--- config.mk ---
export PLATFORM = sky130hd
export DESIGN_NAME = btsdma_core
export DESIGN_NICKNAME = d
export VERILOG_FILES = /design/src/rtl/btsdma_core.v
export VERILOG_INCLUDE_DIRS = /design/src /design/src/rtl
export SDC_FILE = /design/constraint.sdc
export NUM_CORES = 1
export LEC_CHECK = 0
export ABC_AREA = 0
export BUFFER_PORTS_ARGS = -buffer_cell sky130_fd_sc_hd__buf_4
export CORE_MARGIN = 3
export CORE_UTILIZATION = 45
export CTS_CLUSTER_SIZE = 8
export DETAILED_ROUTE_END_ITERATION = 6
export MAX_ROUTING_LAYER = met4
export PLACE_DENSITY = 0.66
export SYNTH_ARGS = -nofsm -noshare
export SYNTH_HDL_FRONTEND = slang
export SYNTH_SLANG_ARGS = --single-unit
export TNS_END_PERCENT = 5
--- constraint.sdc ---
create_clock -name i_clk -period 3.5 [get_ports i_clk]
set_clock_uncertainty 0.05 [all_clocks]
set_input_delay 0.35 -clock i_clk [delete_from_list [all_inputs] [get_ports i_clk]]
set_output_delay 0.35 -clock i_clk [all_outputs]
set_load 0.01 [all_outputs]
--- src/rtl/btsdma_regs.vh ---
// register map, field positions and command codes of the dma engine
// assumes word addressing on the avalon-mm slave port
`ifndef BTSDMA_REGS_VH
`define BTSDMA_REGS_VH
// ======================================================
// register word offsets
`define BTS_CTRL   4'h0
`define BTS_CMD    4'h1
`define BTS_STA    4'h2
`define BTS_STB    4'h3
`define BTS_LEN    4'h4
`define BTS_MATCH  4'h5
`define BTS_TIME   4'h6
`define BTS_INTC   4'h7
`define BTS_STAT   4'h8
`define BTS_CNT    4'h9
`define BTS_CURA   4'ha
`define BTS_CURB   4'hb
// ======================================================
// control fields
`define BTS_C_XFER 0
`define BTS_C_SRCH 1
`define BTS_C_MODE 3:2
`define BTS_C_ATOB 4
`define BTS_C_AUTO 5
`define BTS_C_RDHI 6
`define BTS_M_BYTE 2'h0
`define BTS_M_BRST 2'h1
// ======================================================
// timing fields: cycle length, early ends, io select, count rule
`define BTS_T_CYA  1:0
`define BTS_T_CYB  3:2
`define BTS_T_ERA  7:4
`define BTS_T_ERB  11:8
`define BTS_T_IOA  12
`define BTS_T_IOB  13
`define BTS_T_AMA  15:14
`define BTS_T_AMB  17:16
`define BTS_A_INC  2'h1
`define BTS_A_FIX  2'h2
`define BTS_E_IO   0
`define BTS_E_MEM  1
`define BTS_E_RD   2
`define BTS_E_WR   3
// ======================================================
// interrupt control fields and causes
`define BTS_I_RDY  0
`define BTS_I_MAT  1
`define BTS_I_EOB  2
`define BTS_I_SAV  3
`define BTS_I_PLS  4
`define BTS_I_VEC  15:8
`define BTS_I_OFS  23:16
`define BTS_CA_RDY 2'h0
`define BTS_CA_MAT 2'h1
`define BTS_CA_EOB 2'h2
// ======================================================
// commands and opcodes
`define BTS_K_EN   8'h87
`define BTS_K_RST  8'hc3
`define BTS_K_LOAD 8'hcf
`define BTS_K_CONT 8'hd3
`define BTS_K_CLR  8'h8b
`define BTS_OP_ED  8'hed
`define BTS_OP_4D  8'h4d
`define BTS_PL_TOP 8'hff
`define BTS_WT_TK  4'h2
`endif

--- src/rtl/btsdma_core.v ---
// single channel byte transfer and search dma engine
// assumes an avalon-mm host on i_clk; system bus pins are asynchronous
`timescale 1ns/1ps
`default_nettype none
`include "btsdma_regs.vh"
// ======================================================
module btsdma_core #(
    parameter AW = 4                          // avalon word address width
) (
    input  wire          i_clk,               // system clock
    input  wire          i_srst,              // sync reset, high
    input  wire [AW-1:0] i_avs_address,       // register word address
    input  wire          i_avs_read,          // register read
    input  wire          i_avs_write,         // register write
    input  wire [31:0]   i_avs_writedata,     // write data
    output reg  [31:0]   o_avs_readdata,      // read data
    output wire          o_avs_waitrequest,   // stall host
    output wire [15:0]   o_addr,              // system address
    output wire          o_addr_oe,           // address drive enable
    input  wire [7:0]    i_data,              // system data in
    output wire [7:0]    o_data,              // system data out
    output wire          o_data_oe,           // data drive enable
    output wire          o_mem_request_n,     // memory request
    output wire          o_io_request_n,      // io request out
    output wire          o_rd_n,              // read strobe
    output wire          o_wr_n,              // write strobe
    output wire          o_ctl_oe,            // strobe drive enable
    input  wire          i_io_request_n,      // io request from cpu
    input  wire          i_opcode_fetch_cycle_n, // opcode fetch
    input  wire          i_rdy,               // port ready
    input  wire          i_wait_n,            // wait from port
    input  wire          i_bus_request_line,  // request line level
    output wire          o_bus_request_line_oe, // pull request low
    input  wire          i_bus_grant_in_n,    // grant in
    output wire          o_bus_grant_out_n,   // grant to lower dma
    input  wire          i_irq_chain_in,      // chain enable in
    output wire          o_irq_chain_out,     // chain enable out
    output wire          o_int_oe             // pull interrupt low
);
    localparam S_IDLE = 3'h0;
    localparam S_REQ  = 3'h1;
    localparam S_RD   = 3'h2;
    localparam S_WR   = 3'h3;
    localparam S_NXT  = 3'h4;
    localparam S_PAU  = 3'h5;
    localparam S_REL  = 3'h6;

    reg  [14:0] sy1_ff;
    reg  [14:0] sy2_ff;
    reg         acc_ff;
    reg  [7:0]  ctrl_ff;
    reg  [15:0] sa_ff;
    reg  [15:0] sb_ff;
    reg  [15:0] len_ff;
    reg  [7:0]  mbyte_ff;
    reg  [7:0]  mask_ff;
    reg  [17:0] tim_ff;
    reg  [23:0] intc_ff;
    reg  [15:0] ca_ff;
    reg  [15:0] cb_ff;
    reg  [15:0] cnt_ff;
    reg  [2:0]  st_ff;
    reg  [3:0]  tick_ff;
    reg  [7:0]  byte_ff;
    reg         en_ff;
    reg         breq_ff;
    reg         mst_ff;
    reg         eob_ff;
    reg         mat_ff;
    reg         cmp_ff;
    reg         ip_ff;
    reg         ius_ff;
    reg  [1:0]  cause_ff;
    reg         vdrv_ff;
    reg         ack_d_ff;
    reg         m1_d_ff;
    reg         ed_ff;
    reg  [7:0]  pcnt_ff;
    reg         pls_ff;

    // synchronised pins
    wire [7:0]  data_s = sy2_ff[7:0];
    wire        rdy_s  = sy2_ff[8];
    wire        bai_s  = sy2_ff[9];
    wire        brq_s  = sy2_ff[10];
    wire        m1_s   = sy2_ff[11];
    wire        io_request_s = sy2_ff[12];
    wire        iei_s  = sy2_ff[13];
    wire        wait_s = sy2_ff[14];

    // ======================================================
    // derived control
    wire        rdy_act = ctrl_ff[`BTS_C_RDHI] ? rdy_s : ~rdy_s;
    wire        atob    = ctrl_ff[`BTS_C_ATOB];
    wire        in_rd   = (st_ff == S_RD);
    wire        in_wr   = (st_ff == S_WR);
    wire [1:0]  cyf     = (in_rd == atob) ? tim_ff[`BTS_T_CYA] : tim_ff[`BTS_T_CYB];
    wire [3:0]  erl     = (in_rd == atob) ? tim_ff[`BTS_T_ERA] : tim_ff[`BTS_T_ERB];
    wire        pio     = (in_rd == atob) ? tim_ff[`BTS_T_IOA] : tim_ff[`BTS_T_IOB];
    // cycle of 2, 3 or 4 T, two clocks per T
    wire [3:0]  last    = (cyf == 2'h0) ? 4'h3 : (cyf == 2'h1) ? 4'h5 : 4'h7;
    wire        cyc_end = (in_rd | in_wr) & (tick_ff == last);
    wire        held    = (tick_ff == `BTS_WT_TK) & ~wait_s;
    wire        cmp_now = ((data_s ^ mbyte_ff) & ~mask_ff) == 8'h00;
    wire        eob_now = (cnt_ff == len_ff);
    wire        srch    = ctrl_ff[`BTS_C_SRCH];
    wire        xfer    = ctrl_ff[`BTS_C_XFER];
    wire        ack     = ~m1_s & ~io_request_s & ~mst_ff;
    wire        wr_ok   = i_avs_write & acc_ff & ~mst_ff;
    wire [7:0]  cmd     = i_avs_writedata[7:0];

    // strobe windows with optional half-T early end
    function on_win;
        input [3:0] tk;
        input [3:0] lst;
        input       early;
        input       first;
        begin
            on_win = (tk >= {3'h0, first}) && (tk < (early ? lst - 4'h1 : lst));
        end
    endfunction

    // address step per count rule
    function [15:0] step;
        input [15:0] a;
        input [1:0]  m;
        begin
            if (m == `BTS_A_FIX)
                step = a;
            else if (m == `BTS_A_INC)
                step = a + 16'h0001;
            else
                step = a - 16'h0001;
        end
    endfunction

    // ======================================================
    // pin drive
    wire [15:0] src_a = atob ? ca_ff : cb_ff;
    wire [15:0] dst_a = atob ? cb_ff : ca_ff;
    assign o_addr          = in_rd ? src_a : dst_a;
    assign o_addr_oe       = mst_ff;
    assign o_ctl_oe        = mst_ff;
    assign o_data          = vdrv_ff ? (intc_ff[`BTS_I_SAV] ?
                             {intc_ff[15:11], cause_ff, intc_ff[8]} :
                             intc_ff[`BTS_I_VEC]) : byte_ff;
    assign o_data_oe       = vdrv_ff | (in_wr & xfer);
    assign o_io_request_n  = ~((in_rd | in_wr) & pio &
                             on_win(tick_ff, last, erl[`BTS_E_IO], 1'b0));
    assign o_mem_request_n = ~((in_rd | in_wr) & ~pio &
                             on_win(tick_ff, last, erl[`BTS_E_MEM], 1'b0));
    assign o_rd_n          = ~(in_rd & on_win(tick_ff, last, erl[`BTS_E_RD], 1'b1));
    assign o_wr_n          = ~(in_wr & on_win(tick_ff, last, erl[`BTS_E_WR], 1'b1));
    assign o_bus_request_line_oe = breq_ff;
    assign o_bus_grant_out_n = bai_s | breq_ff;
    assign o_irq_chain_out = iei_s & ~ius_ff;
    assign o_int_oe        = (ip_ff & iei_s & ~ius_ff) |
                             (pls_ff & breq_ff & mst_ff);
    assign o_avs_waitrequest = (i_avs_read | i_avs_write) & ~acc_ff;

    // ======================================================
    // two-flop pin synchroniser and bus handshake
    always @(posedge i_clk) begin
        if (i_srst) begin
            sy1_ff   <= 15'h7e00;
            sy2_ff   <= 15'h7e00;
            acc_ff   <= 1'b0;
            o_avs_readdata <= 32'h0;
        end else begin
            sy1_ff <= {i_wait_n, i_irq_chain_in, i_io_request_n,
                       i_opcode_fetch_cycle_n, i_bus_request_line,
                       i_bus_grant_in_n, i_rdy, i_data};
            sy2_ff <= sy1_ff;
            acc_ff <= (i_avs_read | i_avs_write) & ~acc_ff;
            // read data captured in the wait cycle
            case (i_avs_address)
                `BTS_CTRL:  o_avs_readdata <= {24'h0, ctrl_ff};
                `BTS_STA:   o_avs_readdata <= {16'h0, sa_ff};
                `BTS_STB:   o_avs_readdata <= {16'h0, sb_ff};
                `BTS_LEN:   o_avs_readdata <= {16'h0, len_ff};
                `BTS_MATCH: o_avs_readdata <= {16'h0, mask_ff, mbyte_ff};
                `BTS_TIME:  o_avs_readdata <= {14'h0, tim_ff};
                `BTS_INTC:  o_avs_readdata <= {8'h0, intc_ff};
                `BTS_STAT:  o_avs_readdata <= {26'h0, mst_ff, en_ff, ip_ff,
                                               mat_ff, eob_ff, rdy_act};
                `BTS_CNT:   o_avs_readdata <= {16'h0, cnt_ff};
                `BTS_CURA:  o_avs_readdata <= {16'h0, ca_ff};
                `BTS_CURB:  o_avs_readdata <= {16'h0, cb_ff};
                default:    o_avs_readdata <= 32'h0;
            endcase
        end
    end

    // ======================================================
    // registers, sequencer, status and interrupts
    always @(posedge i_clk) begin
        if (i_srst) begin
            ctrl_ff  <= 8'h0;
            sa_ff    <= 16'h0;
            sb_ff    <= 16'h0;
            len_ff   <= 16'h0;
            mbyte_ff <= 8'h0;
            mask_ff  <= 8'h0;
            tim_ff   <= 18'h0;
            intc_ff  <= 24'h0;
            ca_ff    <= 16'h0;
            cb_ff    <= 16'h0;
            cnt_ff   <= 16'h0;
            st_ff    <= S_IDLE;
            tick_ff  <= 4'h0;
            byte_ff  <= 8'h0;
            en_ff    <= 1'b0;
            breq_ff  <= 1'b0;
            mst_ff   <= 1'b0;
            eob_ff   <= 1'b0;
            mat_ff   <= 1'b0;
            cmp_ff   <= 1'b0;
            ip_ff    <= 1'b0;
            ius_ff   <= 1'b0;
            cause_ff <= 2'h0;
            vdrv_ff  <= 1'b0;
            ack_d_ff <= 1'b0;
            m1_d_ff  <= 1'b1;
            ed_ff    <= 1'b0;
            pcnt_ff  <= 8'h0;
            pls_ff   <= 1'b0;
        end else begin
            pls_ff   <= 1'b0;
            ack_d_ff <= ack;
            m1_d_ff  <= m1_s;
            // acknowledge drives vector, clears pending
            if (ack & ~ack_d_ff & ip_ff & iei_s) begin
                vdrv_ff <= 1'b1;
                ius_ff  <= 1'b1;
                ip_ff   <= 1'b0;
            end else if (~ack) begin
                vdrv_ff <= 1'b0;
            end
            // return opcode pair ends service
            if (m1_s & ~m1_d_ff & io_request_s) begin
                ed_ff <= (data_s == `BTS_OP_ED);
                if (ed_ff & (data_s == `BTS_OP_4D))
                    ius_ff <= 1'b0;
            end
            // host writes, start buffers leave counters alone
            if (wr_ok) begin
                en_ff <= 1'b0;
                case (i_avs_address)
                    `BTS_CTRL:  ctrl_ff <= i_avs_writedata[7:0];
                    `BTS_STA:   sa_ff <= i_avs_writedata[15:0];
                    `BTS_STB:   sb_ff <= i_avs_writedata[15:0];
                    `BTS_LEN:   len_ff <= i_avs_writedata[15:0];
                    `BTS_MATCH: {mask_ff, mbyte_ff} <= i_avs_writedata[15:0];
                    `BTS_TIME:  tim_ff <= i_avs_writedata[17:0];
                    `BTS_INTC:  intc_ff <= i_avs_writedata[23:0];
                    `BTS_CMD: begin
                        // every other command, and any other register write, disables
                        if (cmd == `BTS_K_EN)
                            en_ff <= 1'b1;
                        if (cmd == `BTS_K_LOAD) begin
                            ca_ff   <= sa_ff;
                            cb_ff   <= sb_ff;
                            cnt_ff  <= 16'h0;
                            pcnt_ff <= intc_ff[`BTS_I_OFS];
                        end
                        if (cmd == `BTS_K_CONT)
                            cnt_ff <= 16'h0;
                        if (cmd == `BTS_K_CLR || cmd == `BTS_K_RST) begin
                            eob_ff <= 1'b0;
                            mat_ff <= 1'b0;
                            ip_ff  <= 1'b0;
                            cmp_ff <= 1'b0;
                        end
                        if (cmd == `BTS_K_RST)
                            ius_ff <= 1'b0;
                    end
                    default: ;
                endcase
            end
            // sequencer
            case (st_ff)
                S_IDLE: begin
                    if (en_ff & rdy_act & brq_s & ~wr_ok) begin
                        breq_ff <= 1'b1;
                        st_ff   <= S_REQ;
                        if (intc_ff[`BTS_I_RDY]) begin
                            ip_ff    <= 1'b1;
                            cause_ff <= `BTS_CA_RDY;
                        end
                    end
                end
                S_REQ: begin
                    if (~en_ff | wr_ok) begin
                        breq_ff <= 1'b0;
                        st_ff   <= S_IDLE;
                    end else if (~bai_s) begin
                        mst_ff  <= 1'b1;
                        tick_ff <= 4'h0;
                        st_ff   <= S_RD;
                    end
                end
                S_RD, S_WR: begin
                    if (cyc_end) begin
                        tick_ff <= 4'h0;
                        if (in_rd) begin
                            byte_ff <= data_s;
                            if (atob)
                                ca_ff <= step(ca_ff, tim_ff[`BTS_T_AMA]);
                            else
                                cb_ff <= step(cb_ff, tim_ff[`BTS_T_AMB]);
                            // read byte goes on to a write only when xfer is set
                            st_ff <= xfer ? S_WR : S_NXT;
                        end else begin
                            if (atob)
                                cb_ff <= step(cb_ff, tim_ff[`BTS_T_AMB]);
                            else
                                ca_ff <= step(ca_ff, tim_ff[`BTS_T_AMA]);
                            st_ff <= S_NXT;
                        end
                    end else if (~held) begin
                        tick_ff <= tick_ff + 4'h1;
                    end
                end
                S_NXT: begin
                    // one byte behind: report prior compare
                    cmp_ff  <= srch & ((byte_ff ^ mbyte_ff) & ~mask_ff) == 8'h00;
                    cnt_ff  <= cnt_ff + 16'h0001;
                    pcnt_ff <= pcnt_ff + 8'h01;
                    if (intc_ff[`BTS_I_PLS] & (pcnt_ff == `BTS_PL_TOP))
                        pls_ff <= 1'b1;
                    if (cmp_ff) begin
                        mat_ff <= 1'b1;
                        if (intc_ff[`BTS_I_MAT]) begin
                            ip_ff    <= 1'b1;
                            cause_ff <= `BTS_CA_MAT;
                        end
                        if (~xfer)
                            en_ff <= 1'b0;
                    end
                    if (eob_now) begin
                        eob_ff <= 1'b1;
                        if (intc_ff[`BTS_I_EOB]) begin
                            ip_ff    <= 1'b1;
                            cause_ff <= `BTS_CA_EOB;
                        end
                        if (ctrl_ff[`BTS_C_AUTO]) begin
                            ca_ff  <= sa_ff;
                            cb_ff  <= sb_ff;
                            cnt_ff <= 16'h0;
                        end else begin
                            en_ff <= 1'b0;
                        end
                    end
                    if ((eob_now & ~ctrl_ff[`BTS_C_AUTO]) | (cmp_ff & ~xfer) |
                        (ctrl_ff[`BTS_C_MODE] == `BTS_M_BYTE))
                        st_ff <= S_REL;
                    else if (rdy_act)
                        st_ff <= S_RD;
                    else if (ctrl_ff[`BTS_C_MODE] == `BTS_M_BRST)
                        st_ff <= S_REL;
                    else
                        st_ff <= S_PAU;
                end
                S_PAU: begin
                    if (~en_ff)
                        st_ff <= S_REL;
                    else if (rdy_act)
                        st_ff <= S_RD;
                end
                S_REL: begin
                    mst_ff  <= 1'b0;
                    breq_ff <= 1'b0;
                    st_ff   <= S_IDLE;
                end
                default: st_ff <= S_IDLE;
            endcase
        end
    end
endmodule // btsdma_core
`default_nettype wire

==> out/metrics.cfg <==
[run_status]
status=finished, final reports clean

[floorplanning]
core_area_um2=28900
rows=62
die_h_um=178
fp.dieW_um=178
die-area_um2=31700
io_pins=123
initial_core_util=0.460

[pwr]
peakVddDrop_mv=0.344
clkPwrFrac=0.497
swShare=0.234
p_switching_mw=1.50
power_density_nw_per_um2=412
p_leak_nw=5.86
p_int_mw=4.91
pwr-share-seq=0.459
p_comb_frac=0.044

[setup_path]
end_kind=flop
path_class=reg -> reg
start_kind=flop
max_stage_delay_ns=0.46
critPathMaxFanout=11
path_cells=nand2b_1 > nor2_1 > xnor2_2 > o31ai_1 > ha_1 > nand4b_1 > buf_4 > or3_1 > nand2_1 > nand2_1 > a221oi_2 > a31oi_1
required_ns=3.84
critPathMostFrequentCell=nand2_1
cp_slowest_cell=or3_1
cp.arrival_ns=3.65

[logic_synthesis]
yosys-top-cells-count=nand2_1 (306), dfxtp_1 (255), a21oi_1 (197)
synthArstFlopShare=0
synth_edf_count=0
syn_inst=1647
netlist_area_um2=13300
synthTopCellsByArea=dfxtp_1 (38%), nand2_1 (8.6%), a21oi_1 (7.4%)
avgSynthCellArea_um2=8.09
yosys.area.top_type=dfxtp_1
ys.flop_type=dfxtp_1
synth_top_area_frac=0.383
synth-seq-cells=255
yosysSeqAreaShare=0.383
ys_warn_count=0
post_synth_num_cell_types=76
yosysMostFrequentCell=nand2_1

[route]
vias_per_cell=6.14
vias=13000
drtAntennaViolNets=0
wl_per_cell_um=22.7
drt-pass1-iter-count=7
drtIter0Drc=1708
drt-total-wl_um=48000
remaining_drc_errors=0

[final_layout]
final_nets=1834
post-route-util=0.538
n_antenna_cell=0
drive_gt1_frac=0.145
syn_to_final_growth_pct=16.9
stdcell_area_um2=15600

[cts]
cts_setup_buffers=0
cts_num_sinks=255
clk_latency_ns=0.53
clockRootBuffer=clkbuf_16
numCtsBuffers=37
cts_tree=yes
h-tree-depth=2
path_clk_slew_ns=0.05
cts_buffer_depth=3

[place]
place.gp.congestion=0.976
hpwl_um=34400
portBuffers=106
place_area_um2=14400
post-place-ws_ns=0.292

[timing]
slew_viol_final=0
clock.fmax_mhz=302
finalWorstSetupSlack_ns=0.186
setup-violations-final=0
worstMarginPinSlew_ns=1.00
fin_crit_ns=3.31
max_slew_margin=0.332
timing.final.crit_share=0.947
finalHoldViolCount=0

[grt]
grt_overflow=0
antenna_found_initial=0
grt_usage=0.302
grt_pass1_wl_um=72000
grt_max_degree=106
grt_pass1_vias=11900

[hold_path]
hold_path_class=in -> reg

[flow_run]
cap_violations=0

## cell usage in the layout, fill, tap and decap left out, types with 15 or more instances in the layout
master           n
a22oi_1         45
a21oi_1        197
a31oi_1         22
and3_1          23
nor2b_1         32
a22o_1          20
nor2_1         109
dfxtp_1        255
xor2_1          16
o21ai_0         51
clkbuf_16       37
ha_1            45
or2_2           18
buf_4          146
mux2i_1         32
mux2_2          24
inv_1           21
nand3_1         34
dlygate4sd3_1   15
xnor2_1         33
nand2_1        306
nor3_1          18
a221oi_1        25
## power by group through the flow
| stage | combinational, mW | clock (mW) | sequential, mW |
|---|---|---|---|
| after floorplan | 0.148 | 0 | 3.00 |
| after global placement | 0.258 | 0 | 3.01 |
| after detailed placement | 0.259 | 0 | 3.01 |
| after CTS | 0.273 | 3.21 | 2.95 |
| after global routing | 0.295 | 3.32 | 2.95 |
| final | 0.282 | 3.19 | 2.95 |
## kinds of logic after synthesis
logic type,synth area share
other,0.000282
adder cells (fa/ha/maj),0.0460
multiplexers,0.0443
flip-flops,0.383
buffers and inverters,0.0474
XOR/XNOR,0.0329
AND/OR/NAND/NOR,0.224
AO/OA/AOI/OAI,0.221
## timing repair
item                       in CTS  in global routing
hold buffers                   15                  0
gates resized for setup         0                  2
hold endpoints to repair       15                  0
setup endpoints to repair       0                  1
## routing by layer
metal,part of all wire,global-route usage,wire [um],up-vias
met5,0,-,0,-
met4,0.042,0.110,2030,0
met3,0.097,0.0434,4660,118
met2,0.44,0.460,21200,771
met1,0.42,0.410,20200,6097
li1,-,-,-,6016
## registers in the layout (all words and copies together) (netlist names), 15 cells and up
name / flops
sy1_ff: 15
sb_ff: 16
sy2_ff: 15
tim_ff: 18
sa_ff: 16
ca_ff: 16
len_ff: 16
intc_ff: 24
cnt_ff: 16
cb_ff: 16
o_avs_readdata: 24
## final timing paths
| check | start | end | slack, ns | cells after the start |
|---|---|---|---|---|
| setup reg to reg | st_ff[2] | cb_ff[15] | 0.19 | 12 |
| hold reg to reg | sy1_ff[14] | sy2_ff[14] | 0.35 | 1 |
| hold / removal | i_avs_writedata[20] | intc_ff[20] | 0.03 | 3 |
| setup / recovery | st_ff[2] | cb_ff[15] | 0.19 | 12 |
## critical path, delay by kind of cell, from the launching register on
family                   cells  cell delay [ns]
flip-flops                   1             0.30
buffers and inverters        1             0.27
adder cells (fa/ha/maj)      1             0.25
AO/OA/AOI/OAI                3             0.71
XOR/XNOR                     1             0.14
AND/OR/NAND/NOR              6             1.46
## final cells by class
class                      instances  area, um^2
clock buffer                      38         930
clock inverter                     3        66.3
fill                            2673       13400
inverter                          21        78.8
multi-input combinational       1254        7630
sequential                       255        5100
tap                              384         480
timing repair buffer             163        1280
## stage by stage
stage | setup TNS, ns | power, mW | hold WS (ns) | cells
after floorplan | 0 | 3.15 | 0.339 | 1654
after global placement | 0 | 3.26 | 0.341 | 2062
after detailed placement | 0 | 3.26 | 0.343 | 2062
after CTS | 0 | 6.43 | 0.0172 | 2118
after global routing | -0.00398 | 6.57 | 0.0257 | 2118
final | 0 | 6.42 | 0.0282 | 2118
Power figures use the tool's default switching activity.
